<file path="config.mk">
export PLATFORM = sky130hd
export DESIGN_NAME = imlo_core
export DESIGN_NICKNAME = d
export VERILOG_FILES = /design/src/verilog/imlo_pkg.sv /design/src/verilog/imlo_ptr_unit.sv /design/src/verilog/imlo_data_mem.sv /design/src/verilog/imlo_core.sv
export VERILOG_INCLUDE_DIRS = /design/src /design/src/verilog
export SDC_FILE = /design/constraint.sdc
export NUM_CORES = 2
export LEC_CHECK = 0
export BUFFER_PORTS_ARGS = -buffer_cell sky130_fd_sc_hd__buf_2
export CORE_AREA = 2 2 480 482
export DETAILED_ROUTE_END_ITERATION = 10
export DIE_AREA = 0 0 482 484
export SYNTH_ARGS = -nofsm -noshare
export SYNTH_HDL_FRONTEND = slang
export SYNTH_SLANG_ARGS = --single-unit
</file>
<file path="constraint.sdc">
create_clock -name hclk -period 9.9 [get_ports hclk]
set_clock_uncertainty 0.1 [all_clocks]
set_input_delay 0.99 -clock hclk [delete_from_list [all_inputs] [get_ports hclk]]
set_output_delay 0.99 -clock hclk [all_outputs]
set_load 0.02 [all_outputs]
</file>
<file path="src/verilog/imlo_defs.svh">
// constant definitions for the indirect move and literal execution block
`ifndef IMLO_DEFS_SVH
`define IMLO_DEFS_SVH

////////////////////////////////////////////////////////////////////////////////
// bus register byte offsets, low eight address bits decoded
`define IMLO_OFS_INSTR 8'h00
`define IMLO_OFS_ACC 8'h04
`define IMLO_OFS_PTR0 8'h08
`define IMLO_OFS_PTR1 8'h0C
`define IMLO_OFS_BANK 8'h10
`define IMLO_OFS_OPTION 8'h14
`define IMLO_OFS_STATUS 8'h18
`define IMLO_OFS_POWER 8'h1C

////////////////////////////////////////////////////////////////////////////////
// status and power control field positions
`define IMLO_STAT_ZERO_BIT 0
`define IMLO_STAT_ILL_BIT 1
`define IMLO_PWR_SRST_BIT 0

////////////////////////////////////////////////////////////////////////////////
// fixed encodings and prefixes of the 14-bit instruction word
`define IMLO_ENC_IDLE 14'h0000
`define IMLO_ENC_SRST 14'h0001
`define IMLO_ENC_OPTION 14'h0002
`define IMLO_PFX_IND 10'h001
`define IMLO_PFX_BANK 9'h001
`define IMLO_PFX_STORE 7'h01
`define IMLO_PFX_OFS_RD 7'h7E
`define IMLO_PFX_OFS_WR 7'h7F
`define IMLO_PFX_LIT 4'hC

////////////////////////////////////////////////////////////////////////////////
// field positions inside the instruction word
`define IMLO_IND_WR_BIT 3
`define IMLO_IND_SEL_BIT 2
`define IMLO_OFS_SEL_BIT 6

////////////////////////////////////////////////////////////////////////////////
// reset values
`define IMLO_RST_ACC 8'h00
`define IMLO_RST_PTR 16'h0000
`define IMLO_RST_BANK 5'h00
`define IMLO_RST_OPTION 8'hFF
`define IMLO_RST_SRST_FLAG 1'b1

`endif

</file>
<file path="src/verilog/imlo_pkg.sv">
// types shared by the indirect move and literal execution block
package imlo_pkg;

  // addressing mode of the indirect moves
  typedef enum logic [1:0] {
    MODE_PRE_INC = 2'h0,
    MODE_PRE_DEC = 2'h1,
    MODE_POST_INC = 2'h2,
    MODE_POST_DEC = 2'h3
  } imlo_mode_t;

  // decoded operation kind
  typedef enum logic [3:0] {
    OP_ILLEGAL = 4'h0,
    OP_IDLE = 4'h1,
    OP_SRST = 4'h2,
    OP_OPTION = 4'h3,
    OP_IND_RD = 4'h4,
    OP_IND_WR = 4'h5,
    OP_BANK = 4'h6,
    OP_STORE = 4'h7,
    OP_LIT = 4'h8
  } imlo_op_t;

  // bus slave phase, gray along idle, read wait, read done
  typedef enum logic [1:0] {
    BUS_IDLE = 2'b00,
    BUS_WR = 2'b10,
    BUS_RD_WAIT = 2'b01,
    BUS_RD_DONE = 2'b11
  } imlo_bus_state_t;

  // decoded instruction fields
  typedef struct packed {
    imlo_op_t op;
    logic ptr_sel;
    imlo_mode_t mode;
    logic use_off;
    logic [5:0] off;
    logic [7:0] lit;
    logic [6:0] file;
  } imlo_decode_t;

  // visible core state
  typedef struct packed {
    logic [7:0] acc;
    logic [4:0] bank;
    logic [7:0] option;
    logic zero;
  } imlo_view_t;

endpackage

</file>
<file path="src/verilog/imlo_ptr_unit.sv">
// effective address and next pointer value of one indirect access
`timescale 1ns/1ps
`default_nettype none
module imlo_ptr_unit
(
  input wire logic [15:0] ptr,
  input wire imlo_pkg::imlo_mode_t mode,
  input wire logic use_off,
  input wire logic [5:0] off,
  output logic [15:0] eff_addr,
  output logic [15:0] ptr_next
);
  import imlo_pkg::*;

  // sign extension of the six-bit offset
  function automatic logic [15:0] sext6(input logic [5:0] v);
    sext6 = {{10{v[5]}}, v};
  endfunction

  ////////////////////////////////////////////////////////////////////////////////
  // pointer arithmetic, sixteen bits wrap on their own
  always_comb
  begin
    eff_addr = ptr;
    ptr_next = ptr;
    if (use_off)
    begin
      // offset keeps the pointer
      eff_addr = ptr + sext6(off);
      ptr_next = ptr;
    end
    else
    begin
      case (mode)
        MODE_PRE_INC:
        begin
          eff_addr = ptr + 16'h0001;
          ptr_next = ptr + 16'h0001;
        end
        MODE_PRE_DEC:
        begin
          eff_addr = ptr - 16'h0001;
          ptr_next = ptr - 16'h0001;
        end
        MODE_POST_INC:
        begin
          eff_addr = ptr;
          ptr_next = ptr + 16'h0001;
        end
        MODE_POST_DEC:
        begin
          eff_addr = ptr;
          ptr_next = ptr - 16'h0001;
        end
        default:
        begin
          eff_addr = ptr;
          ptr_next = ptr;
        end
      endcase
    end
  end

endmodule // imlo_ptr_unit
`default_nettype wire

</file>
<file path="src/verilog/imlo_data_mem.sv">
// byte data memory with one write port and an asynchronous read port
`timescale 1ns/1ps
`default_nettype none
module imlo_data_mem
#(
  parameter int ADDR_W = 8
)
(
  input wire logic hclk,
  input wire logic ce,
  input wire logic we,
  input wire logic [15:0] waddr,
  input wire logic [7:0] wdata,
  input wire logic [15:0] raddr,
  output logic [7:0] rdata
);
  import imlo_pkg::*;

  // the array must hold the direct file space and fit a pointer, refused at elaboration
  if (ADDR_W < 7 || ADDR_W > 16)
  begin : g_bad_addr_w
    $error("imlo_data_mem: ADDR_W out of range");
  end

  logic [7:0] mem [0:(1 << ADDR_W) - 1]; // storage, upper address bits alias

  ////////////////////////////////////////////////////////////////////////////////
  // write port, frozen while ce is low
  always_ff @(posedge hclk)
  begin
    if (ce && we)
      mem[waddr[ADDR_W-1:0]] <= wdata;
  end

  // read port
  assign rdata = mem[raddr[ADDR_W-1:0]];

endmodule // imlo_data_mem
`default_nettype wire

</file>
<file path="src/verilog/imlo_core.sv">
// execution core for indirect moves, literal loads and control instructions
//
// Summary of operation
// RULE1: indirect read loads accumulator, updates zero flag
// RULE2: two-bit mode field selects pre/post inc/dec
// RULE3: pre-increment accesses at pointer plus one
// RULE4: offset mode accesses pointer plus signed offset
// RULE5: pointer ends incremented, decremented or unchanged
// RULE6: post modes access first, then step pointer
// RULE7: indirect data port redirects through its pointer
// RULE8: sixteen-bit pointers wrap at both ends
// RULE9: pointer stepping never touches status flags
// RULE10: indirect write stores accumulator, flags untouched
// RULE11: bank literal loads bank select, no flags
// RULE12: direct store writes file register, no flags
// RULE13: option load copies accumulator, one cycle
// RULE14: software reset resets core, clears flag
// RULE15: literal don't-care bits accepted as zeros
// RULE16: idle op changes nothing for one cycle
// RULE17: one operand bit picks the pointer
//
// Implementation choices: the AHB-Lite register port and the register addresses.
`timescale 1ns/1ps
`include "imlo_defs.svh"
`default_nettype none
module imlo_core
#(
  parameter int MEM_ADDR_W = 8
)
(
  input wire logic hclk,
  input wire logic hresetn,
  input wire logic ce,
  input wire logic hsel,
  input wire logic [31:0] haddr,
  input wire logic [1:0] htrans,
  input wire logic hwrite,
  input wire logic [2:0] hsize,
  input wire logic [31:0] hwdata,
  input wire logic hready,
  output logic hreadyout,
  output logic hresp,
  output logic [31:0] hrdata,
  output logic soft_reset_req,
  output imlo_pkg::imlo_view_t core_view
);
  import imlo_pkg::*;

  // the memory must cover the direct file space, refused at elaboration
  if (MEM_ADDR_W < 7 || MEM_ADDR_W > 16)
  begin : g_bad_mem_w
    $error("imlo_core: MEM_ADDR_W out of range");
  end

  ////////////////////////////////////////////////////////////////////////////////
  // instruction decode
  function automatic imlo_decode_t decode(input logic [13:0] iw);
    imlo_decode_t d;
    d = '0;
    d.op = OP_ILLEGAL;
    d.mode = imlo_mode_t'(iw[1:0]);
    d.off = iw[5:0];
    d.lit = iw[7:0];
    d.file = iw[6:0];
    if (iw == `IMLO_ENC_IDLE)
      d.op = OP_IDLE;
    else if (iw == `IMLO_ENC_SRST)
      d.op = OP_SRST;
    else if (iw == `IMLO_ENC_OPTION)
      d.op = OP_OPTION;
    else if (iw[13:4] == `IMLO_PFX_IND)
    begin
      // write bit, pointer bit, mode field
      d.op = iw[`IMLO_IND_WR_BIT] ? OP_IND_WR : OP_IND_RD;
      d.ptr_sel = iw[`IMLO_IND_SEL_BIT]; // [RULE17]
    end
    else if (iw[13:7] == `IMLO_PFX_OFS_RD || iw[13:7] == `IMLO_PFX_OFS_WR)
    begin
      // relative offset form
      d.op = (iw[13:7] == `IMLO_PFX_OFS_WR) ? OP_IND_WR : OP_IND_RD;
      d.ptr_sel = iw[`IMLO_OFS_SEL_BIT];
      d.use_off = 1'b1;
    end
    else if (iw[13:5] == `IMLO_PFX_BANK)
      d.op = OP_BANK;
    else if (iw[13:7] == `IMLO_PFX_STORE)
      d.op = OP_STORE;
    else if (iw[13:10] == `IMLO_PFX_LIT)
      d.op = OP_LIT; // bits 9:8 ignored, zeros expected [RULE15]
    decode = d;
  endfunction

  // word read multiplexer
  function automatic logic [31:0] read_mux(input logic [7:0] a, input imlo_view_t v,
                                           input logic [15:0] p0, input logic [15:0] p1,
                                           input logic ill, input logic sflag);
    logic [31:0] r;
    r = 32'h0000_0000;
    case (a)
      `IMLO_OFS_ACC: r = {24'h000000, v.acc};
      `IMLO_OFS_PTR0: r = {16'h0000, p0};
      `IMLO_OFS_PTR1: r = {16'h0000, p1};
      `IMLO_OFS_BANK: r = {27'h0000000, v.bank};
      `IMLO_OFS_OPTION: r = {24'h000000, v.option};
      `IMLO_OFS_STATUS: r = {30'h00000000, ill, v.zero};
      `IMLO_OFS_POWER: r = {31'h00000000, sflag};
      default: r = 32'h0000_0000;
    endcase
    read_mux = r;
  endfunction

  ////////////////////////////////////////////////////////////////////////////////
  // declarations
  imlo_bus_state_t bus_state_reg; // slave phase
  imlo_bus_state_t bus_state_next;
  logic [7:0] addr_reg; // latched byte address
  logic [31:0] hrdata_reg; // read data flop
  logic [7:0] acc_reg; // working register
  logic zero_reg; // zero flag
  logic [15:0] ptr0_reg; // file pointer 0
  logic [15:0] ptr1_reg; // file pointer 1
  logic [4:0] bank_reg; // bank select register
  logic [7:0] option_reg; // option configuration register
  logic illegal_reg; // sticky illegal opcode
  logic srst_flag_n_reg; // power control soft reset flag, low after soft reset
  logic soft_reset_req_reg; // reset request pulse
  logic accept; // address phase taken
  logic wr_strobe; // write data phase
  logic issue; // instruction executes this cycle
  imlo_decode_t dec; // current decode
  logic exec_ind; // indirect read or write executes
  logic [15:0] ptr_cur; // selected pointer
  logic [15:0] eff_addr; // indirect effective address
  logic [15:0] ptr_next; // selected pointer after the move
  logic [15:0] file_addr; // direct store target
  logic mem_we; // memory write strobe
  logic [15:0] mem_waddr; // memory write address
  logic [7:0] mem_rdata; // memory read data
  logic [4:0] bank_lit; // bank literal field

  ////////////////////////////////////////////////////////////////////////////////
  // bus slave phase machine
  assign accept = hsel && htrans[1] && hready && ce;
  assign wr_strobe = ce && (bus_state_reg == BUS_WR);
  assign hreadyout = ce && (bus_state_reg != BUS_RD_WAIT);
  assign hresp = 1'b0;
  assign hrdata = hrdata_reg;

  // next phase
  always_comb
  begin
    bus_state_next = bus_state_reg;
    case (bus_state_reg)
      BUS_RD_WAIT: bus_state_next = BUS_RD_DONE;
      BUS_IDLE, BUS_WR, BUS_RD_DONE:
      begin
        // a new address phase or nothing
        if (accept)
          bus_state_next = hwrite ? BUS_WR : BUS_RD_WAIT;
        else
          bus_state_next = BUS_IDLE;
      end
      default: bus_state_next = BUS_IDLE;
    endcase
  end

  // phase register
  always_ff @(posedge hclk or negedge hresetn)
  begin
    if (!hresetn)
      bus_state_reg <= BUS_IDLE;
    else if (ce)
      bus_state_reg <= bus_state_next;
  end

  // address latch
  always_ff @(posedge hclk or negedge hresetn)
  begin
    if (!hresetn)
      addr_reg <= 8'h00;
    else if (accept)
      addr_reg <= haddr[7:0];
  end

  // read data taken in the wait cycle, after any preceding write landed
  always_ff @(posedge hclk or negedge hresetn)
  begin
    if (!hresetn)
      hrdata_reg <= 32'h0000_0000;
    else if (ce && bus_state_reg == BUS_RD_WAIT)
      hrdata_reg <= read_mux(addr_reg, core_view, ptr0_reg, ptr1_reg, illegal_reg, srst_flag_n_reg);
  end

  ////////////////////////////////////////////////////////////////////////////////
  // instruction issue and address generation
  assign issue = wr_strobe && (addr_reg == `IMLO_OFS_INSTR);
  assign dec = decode(hwdata[13:0]);
  assign exec_ind = issue && (dec.op == OP_IND_RD || dec.op == OP_IND_WR);
  assign ptr_cur = dec.ptr_sel ? ptr1_reg : ptr0_reg;
  assign bank_lit = dec.lit[4:0];

  // pointer arithmetic for the selected pointer [RULE2] [RULE3] [RULE4]
  imlo_ptr_unit u_ptr
  (
    .ptr(ptr_cur),
    .mode(dec.mode),
    .use_off(dec.use_off),
    .off(dec.off),
    .eff_addr(eff_addr),
    .ptr_next(ptr_next)
  );

  // direct file address, indirect port locations go through their pointer
  always_comb
  begin
    file_addr = {4'h0, bank_reg, dec.file};
    if (dec.file == 7'h00)
      file_addr = ptr0_reg; // [RULE7]
    else if (dec.file == 7'h01)
      file_addr = ptr1_reg; // [RULE7]
  end

  // memory write port selection [RULE10] [RULE12]
  assign mem_we = issue && (dec.op == OP_IND_WR || dec.op == OP_STORE);
  assign mem_waddr = (dec.op == OP_STORE) ? file_addr : eff_addr;

  // data memory
  imlo_data_mem #(.ADDR_W(MEM_ADDR_W)) u_mem
  (
    .hclk(hclk),
    .ce(ce),
    .we(mem_we),
    .waddr(mem_waddr),
    .wdata(acc_reg),
    .raddr(eff_addr),
    .rdata(mem_rdata)
  );

  ////////////////////////////////////////////////////////////////////////////////
  // working register
  always_ff @(posedge hclk or negedge hresetn)
  begin
    if (!hresetn)
      acc_reg <= `IMLO_RST_ACC;
    else if (ce)
    begin
      if (issue && dec.op == OP_SRST)
        acc_reg <= `IMLO_RST_ACC; // [RULE14]
      else if (issue && dec.op == OP_IND_RD)
        acc_reg <= mem_rdata; // [RULE1]
      else if (issue && dec.op == OP_LIT)
        acc_reg <= dec.lit; // [RULE15]
      else if (wr_strobe && addr_reg == `IMLO_OFS_ACC)
        acc_reg <= hwdata[7:0];
    end
  end

  // zero flag, only the indirect read and the software reset move it [RULE9]
  always_ff @(posedge hclk or negedge hresetn)
  begin
    if (!hresetn)
      zero_reg <= 1'b0;
    else if (ce)
    begin
      if (issue && dec.op == OP_SRST)
        zero_reg <= 1'b0;
      else if (issue && dec.op == OP_IND_RD)
        zero_reg <= (mem_rdata == 8'h00); // [RULE1]
    end
  end

  // file pointers, wrap by sixteen-bit arithmetic [RULE5] [RULE6] [RULE8]
  always_ff @(posedge hclk or negedge hresetn)
  begin
    if (!hresetn)
    begin
      ptr0_reg <= `IMLO_RST_PTR;
      ptr1_reg <= `IMLO_RST_PTR;
    end
    else if (ce)
    begin
      if (issue && dec.op == OP_SRST)
      begin
        ptr0_reg <= `IMLO_RST_PTR;
        ptr1_reg <= `IMLO_RST_PTR;
      end
      else if (exec_ind)
      begin
        // only the selected pointer moves [RULE17]
        if (dec.ptr_sel)
          ptr1_reg <= ptr_next;
        else
          ptr0_reg <= ptr_next;
      end
      else if (wr_strobe && addr_reg == `IMLO_OFS_PTR0)
        ptr0_reg <= hwdata[15:0];
      else if (wr_strobe && addr_reg == `IMLO_OFS_PTR1)
        ptr1_reg <= hwdata[15:0];
    end
  end

  // bank select register
  always_ff @(posedge hclk or negedge hresetn)
  begin
    if (!hresetn)
      bank_reg <= `IMLO_RST_BANK;
    else if (ce)
    begin
      if (issue && dec.op == OP_SRST)
        bank_reg <= `IMLO_RST_BANK;
      else if (issue && dec.op == OP_BANK)
        bank_reg <= bank_lit; // [RULE11]
    end
  end

  // option configuration register
  always_ff @(posedge hclk or negedge hresetn)
  begin
    if (!hresetn)
      option_reg <= `IMLO_RST_OPTION;
    else if (ce)
    begin
      if (issue && dec.op == OP_SRST)
        option_reg <= `IMLO_RST_OPTION;
      else if (issue && dec.op == OP_OPTION)
        option_reg <= acc_reg; // [RULE13]
    end
  end

  // sticky illegal opcode, set wins over a write-one clear
  always_ff @(posedge hclk or negedge hresetn)
  begin
    if (!hresetn)
      illegal_reg <= 1'b0;
    else if (ce)
    begin
      if (issue && dec.op == OP_ILLEGAL)
        illegal_reg <= 1'b1;
      else if (wr_strobe && addr_reg == `IMLO_OFS_STATUS && hwdata[`IMLO_STAT_ILL_BIT])
        illegal_reg <= 1'b0;
    end
  end

  // soft reset flag survives the soft reset, software rewrites it
  always_ff @(posedge hclk or negedge hresetn)
  begin
    if (!hresetn)
      srst_flag_n_reg <= `IMLO_RST_SRST_FLAG;
    else if (ce)
    begin
      if (issue && dec.op == OP_SRST)
        srst_flag_n_reg <= 1'b0; // [RULE14]
      else if (wr_strobe && addr_reg == `IMLO_OFS_POWER)
        srst_flag_n_reg <= hwdata[`IMLO_PWR_SRST_BIT];
    end
  end

  // one-cycle reset request to the rest of the device
  always_ff @(posedge hclk or negedge hresetn)
  begin
    if (!hresetn)
      soft_reset_req_reg <= 1'b0;
    else if (ce)
      soft_reset_req_reg <= issue && (dec.op == OP_SRST); // [RULE14]
  end

  assign soft_reset_req = soft_reset_req_reg;
  assign core_view = '{acc: acc_reg, bank: bank_reg, option: option_reg, zero: zero_reg};
endmodule // imlo_core
`default_nettype wire

</file>
==> metrics <==
required time worst endpoint 10,600 ps; Post-Synthesis Cells 6,833; synth warn 0; Hold EP bus_state_reg[0]$_DFFE_PN0P_; Synth Register Bits 2,131; die width 482 um; DP HPWL 172 mm; Global Route Usage Sum 24.3%; post-cts resize count 0; WL final 292 mm; Detailed Route Iter0 Violations 9,062; Mapped Area 90,800 um^2; layout cells sized above 1 10.4%; commonest non-fill, non-tap cell in the layout edfxtp_1; number of remaining DRC errors 0; reg2reg start ptr1_reg[0]$_DFFE_PN0P_; Primary FF master, synth edfxtp_1; Worst-Margin Slew 1490 ps; failing checks capacitance limit; row count 176; crit share post-route 78.0%; status finished with violations; Slew Limit Fails 0; Initial Util 39.7%; IO Pins 132; CTS Buffer Depth 3; Pwr Density 214 nW/um^2; Overall Power 21,700 uW; slowest stage cell on the critical path nor2_4; IR drop worst, VDD 0.000167 V; WL per Instance 29.3 um; register area share after synthesis 70.1%; Clock Latency Late Sink 880 ps; clock sinks 2,131; GPL Wtd Cong 0.902; total setup buffers inserted after CTS 0; fin cells 9,964; vias per inst 6.24; DRT Pass-1 Iters 9; final net count 6,836; post-route ant nets 0; commonest non-fill, non-tap cells in the layout 2,048 x edfxtp_1, 960 x nand2_1, 365 x nor2_1; relative slew slack 0.340%; r2r endpoint acc_reg[4]$_DFFE_PN0P_; CP Max Fanout 80; Leak 0.0338 uW; RSZ-0062 raised after global routing no; Clk pin slew, worst setup/hold paths 60 ps; setup TNS 0 ps; first-pass GRT wire length 418 mm; final setup fails 0; Largest register FFs 2,048; max cap viols 1; Clock H-tree levels 4; Area Growth Syn to Fin 11.5%; vias in the first global route 57,600; FMAX 130 MHz; r2r setup slk 2870 ps; Avg Cell Area, Syn 13.3 um^2; Final Hold Viols 0; worst hold stages 2; asr flop ratio synth 3.89%; core area 229,000 um^2; Die Span Y 484 um; crit-path max cell delay 1150 ps; Setup crit end kind flip-flop; synth unique cells 94; Hold WC Path Type input port to flip-flop; HP Start hwrite; final worst path period need 7720 ps; CP top delay family simple AND/OR/NAND/NOR gates; CP Class input port to flip-flop; largest net degree at the start of global routing 166; Post-synth EDFFs 2,048; Critical path buffers and inverters 4; PortBufs 70; CTS tree built; Inst Count DP 9,566; vias 62,100; R2R cell count 17; initial antenna violation count 13; die area 233,000 um^2; startpoint types input port; CTS buffer count 209; total gr overflow 0; WP data arrival 8430 ps; CP Cell Sequence buf_2 > nand4_1 > nor2_2 > nor2_4 > o21ai_0 > ha_1 > o2bb2ai_4 > nor2_4 > buf_12 > buf_4 > a211oi_1 > a311oi_1 > a311oi_1 > nor3_1 > o31ai_1 > buf_4 > nor4_2 > nand2_1 > a21oi_1 > a21o_1; cts hold-fix bufs 1; Root Driver clkbuf_16
## Yosys cell counts, types with 14 or more instances
library cell | n | share of area [%]
edfxtp_1 | 2048 | 68
nand2_1 | 970 | 4.0
nor2_1 | 375 | 1.6
o21ai_0 | 337 | 1.9
a21oi_1 | 312 | 1.7
nand3_1 | 310 | 1.7
clkbuf_1 | 258 | 1.1
a221oi_1 | 224 | 2.2
buf_2 | 218 | 1.2
and3_1 | 178 | 1.2
a211oi_1 | 168 | 1.4
a311oi_1 | 161 | 1.6
mux2i_1 | 144 | 1.6
a22o_1 | 139 | 1.3
o31ai_1 | 109 | 0.90
nor3_1 | 101 | 0.56
a22oi_1 | 89 | 0.74
dfrtp_1 | 74 | 2.0
buf_1 | 68 | 0.28
a31oi_1 | 64 | 0.44
mux2_2 | 53 | 0.66
buf_4 | 42 | 0.35
inv_1 | 29 | 0.12
a221o_1 | 23 | 0.25
nor4_1 | 22 | 0.15
a32oi_1 | 20 | 0.19
nand4_1 | 18 | 0.12
mux4_2 | 17 | 0.42
o31a_1 | 16 | 0.15
xnor2_1 | 16 | 0.15
o32ai_1 | 15 | 0.14
nor2b_1 | 14 | 0.097
o22ai_1 | 14 | 0.097
## per-layer routing
layer	up-vias	global-route usage (%)	part of all wire [%]
li1	26500	-	-
met1	31300	34.6	40
met2	3703	36.1	45
met3	598	5.01	11
met4	6	10.0	4.3
met5	-	0	0.014
## report_power, final
part / total [uW] / internal (uW) / switching, uW / leakage [uW]
clock network: 7820 / 4330 / 3490 / 0.00320
logic: 3440 / 865 / 2580 / 0.0106
registers: 10400 / 10300 / 130 / 0.0200
total: 21700 / 15500 / 6200 / 0.0338
## through the flow
| step | utilization [%] | hold slack [ps] | setup WS, ps | area, um^2 |
|---|---|---|---|---|
| detailed placement | 41.4 | 367 | 1560 | 94500 |
| finish | 44.3 | 231 | 2180 | 101000 |
| CTS | 44.2 | 182 | 2470 | 101000 |
| global route | 44.2 | 230 | 2040 | 101000 |
| floorplan | - | 347 | 3530 | 90800 |
| global placement | 41.4 | 358 | 1520 | 94500 |
## how the worst max path moves through the flow
stage	from	end	slack [ps]	cells after the start
floorplan	hwdata[8]	u_mem.mem[114][0]$_DFFE_PP_	3530	22
global placement	hwdata[8]	zero_reg$_DFFE_PN0P_	1520	21
detailed placement	hwdata[8]	zero_reg$_DFFE_PN0P_	1560	21
finish	hwdata[9]	acc_reg[4]$_DFFE_PN0P_	2180	20
CTS	hwdata[8]	acc_reg[4]$_DFFE_PN0P_	2470	21
global route	hwdata[9]	acc_reg[4]$_DFFE_PN0P_	2040	20
## worst register-to-register path, delay by kind of cell (launching register included)
kind	cells	cell delay, ps
adders and majority gates	1	510
and+or+nand+nor	4	2510
DFF	1	620
AOI/OAI and AO/OA	8	1790
buffers and inverters	4	1410
## cell type report
class / instances / area, um^2
fill: 20500 / 127000
sequential: 2131 / 63600
multi-input combinational: 4097 / 24600
clock buffer: 268 / 5470
tap: 3026 / 3790
timing repair buffer: 282 / 2370
clock inverter: 115 / 1130
inverter: 31 / 116
antenna: 14 / 35.0
## kinds of logic after synthesis
kind of cell	after synthesis	share of synthesized area [%]
DFF	2131	70.1
and+or+nand+nor	2050	10.0
AOI/OAI and AO/OA	1785	13.8
buffers and inverters	621	3.08
muxes	215	2.69
xor gates and xnor gates	21	0.203
adders and majority gates	9	0.132
other	1	0.00413
Power figures use the tool's default switching activity.
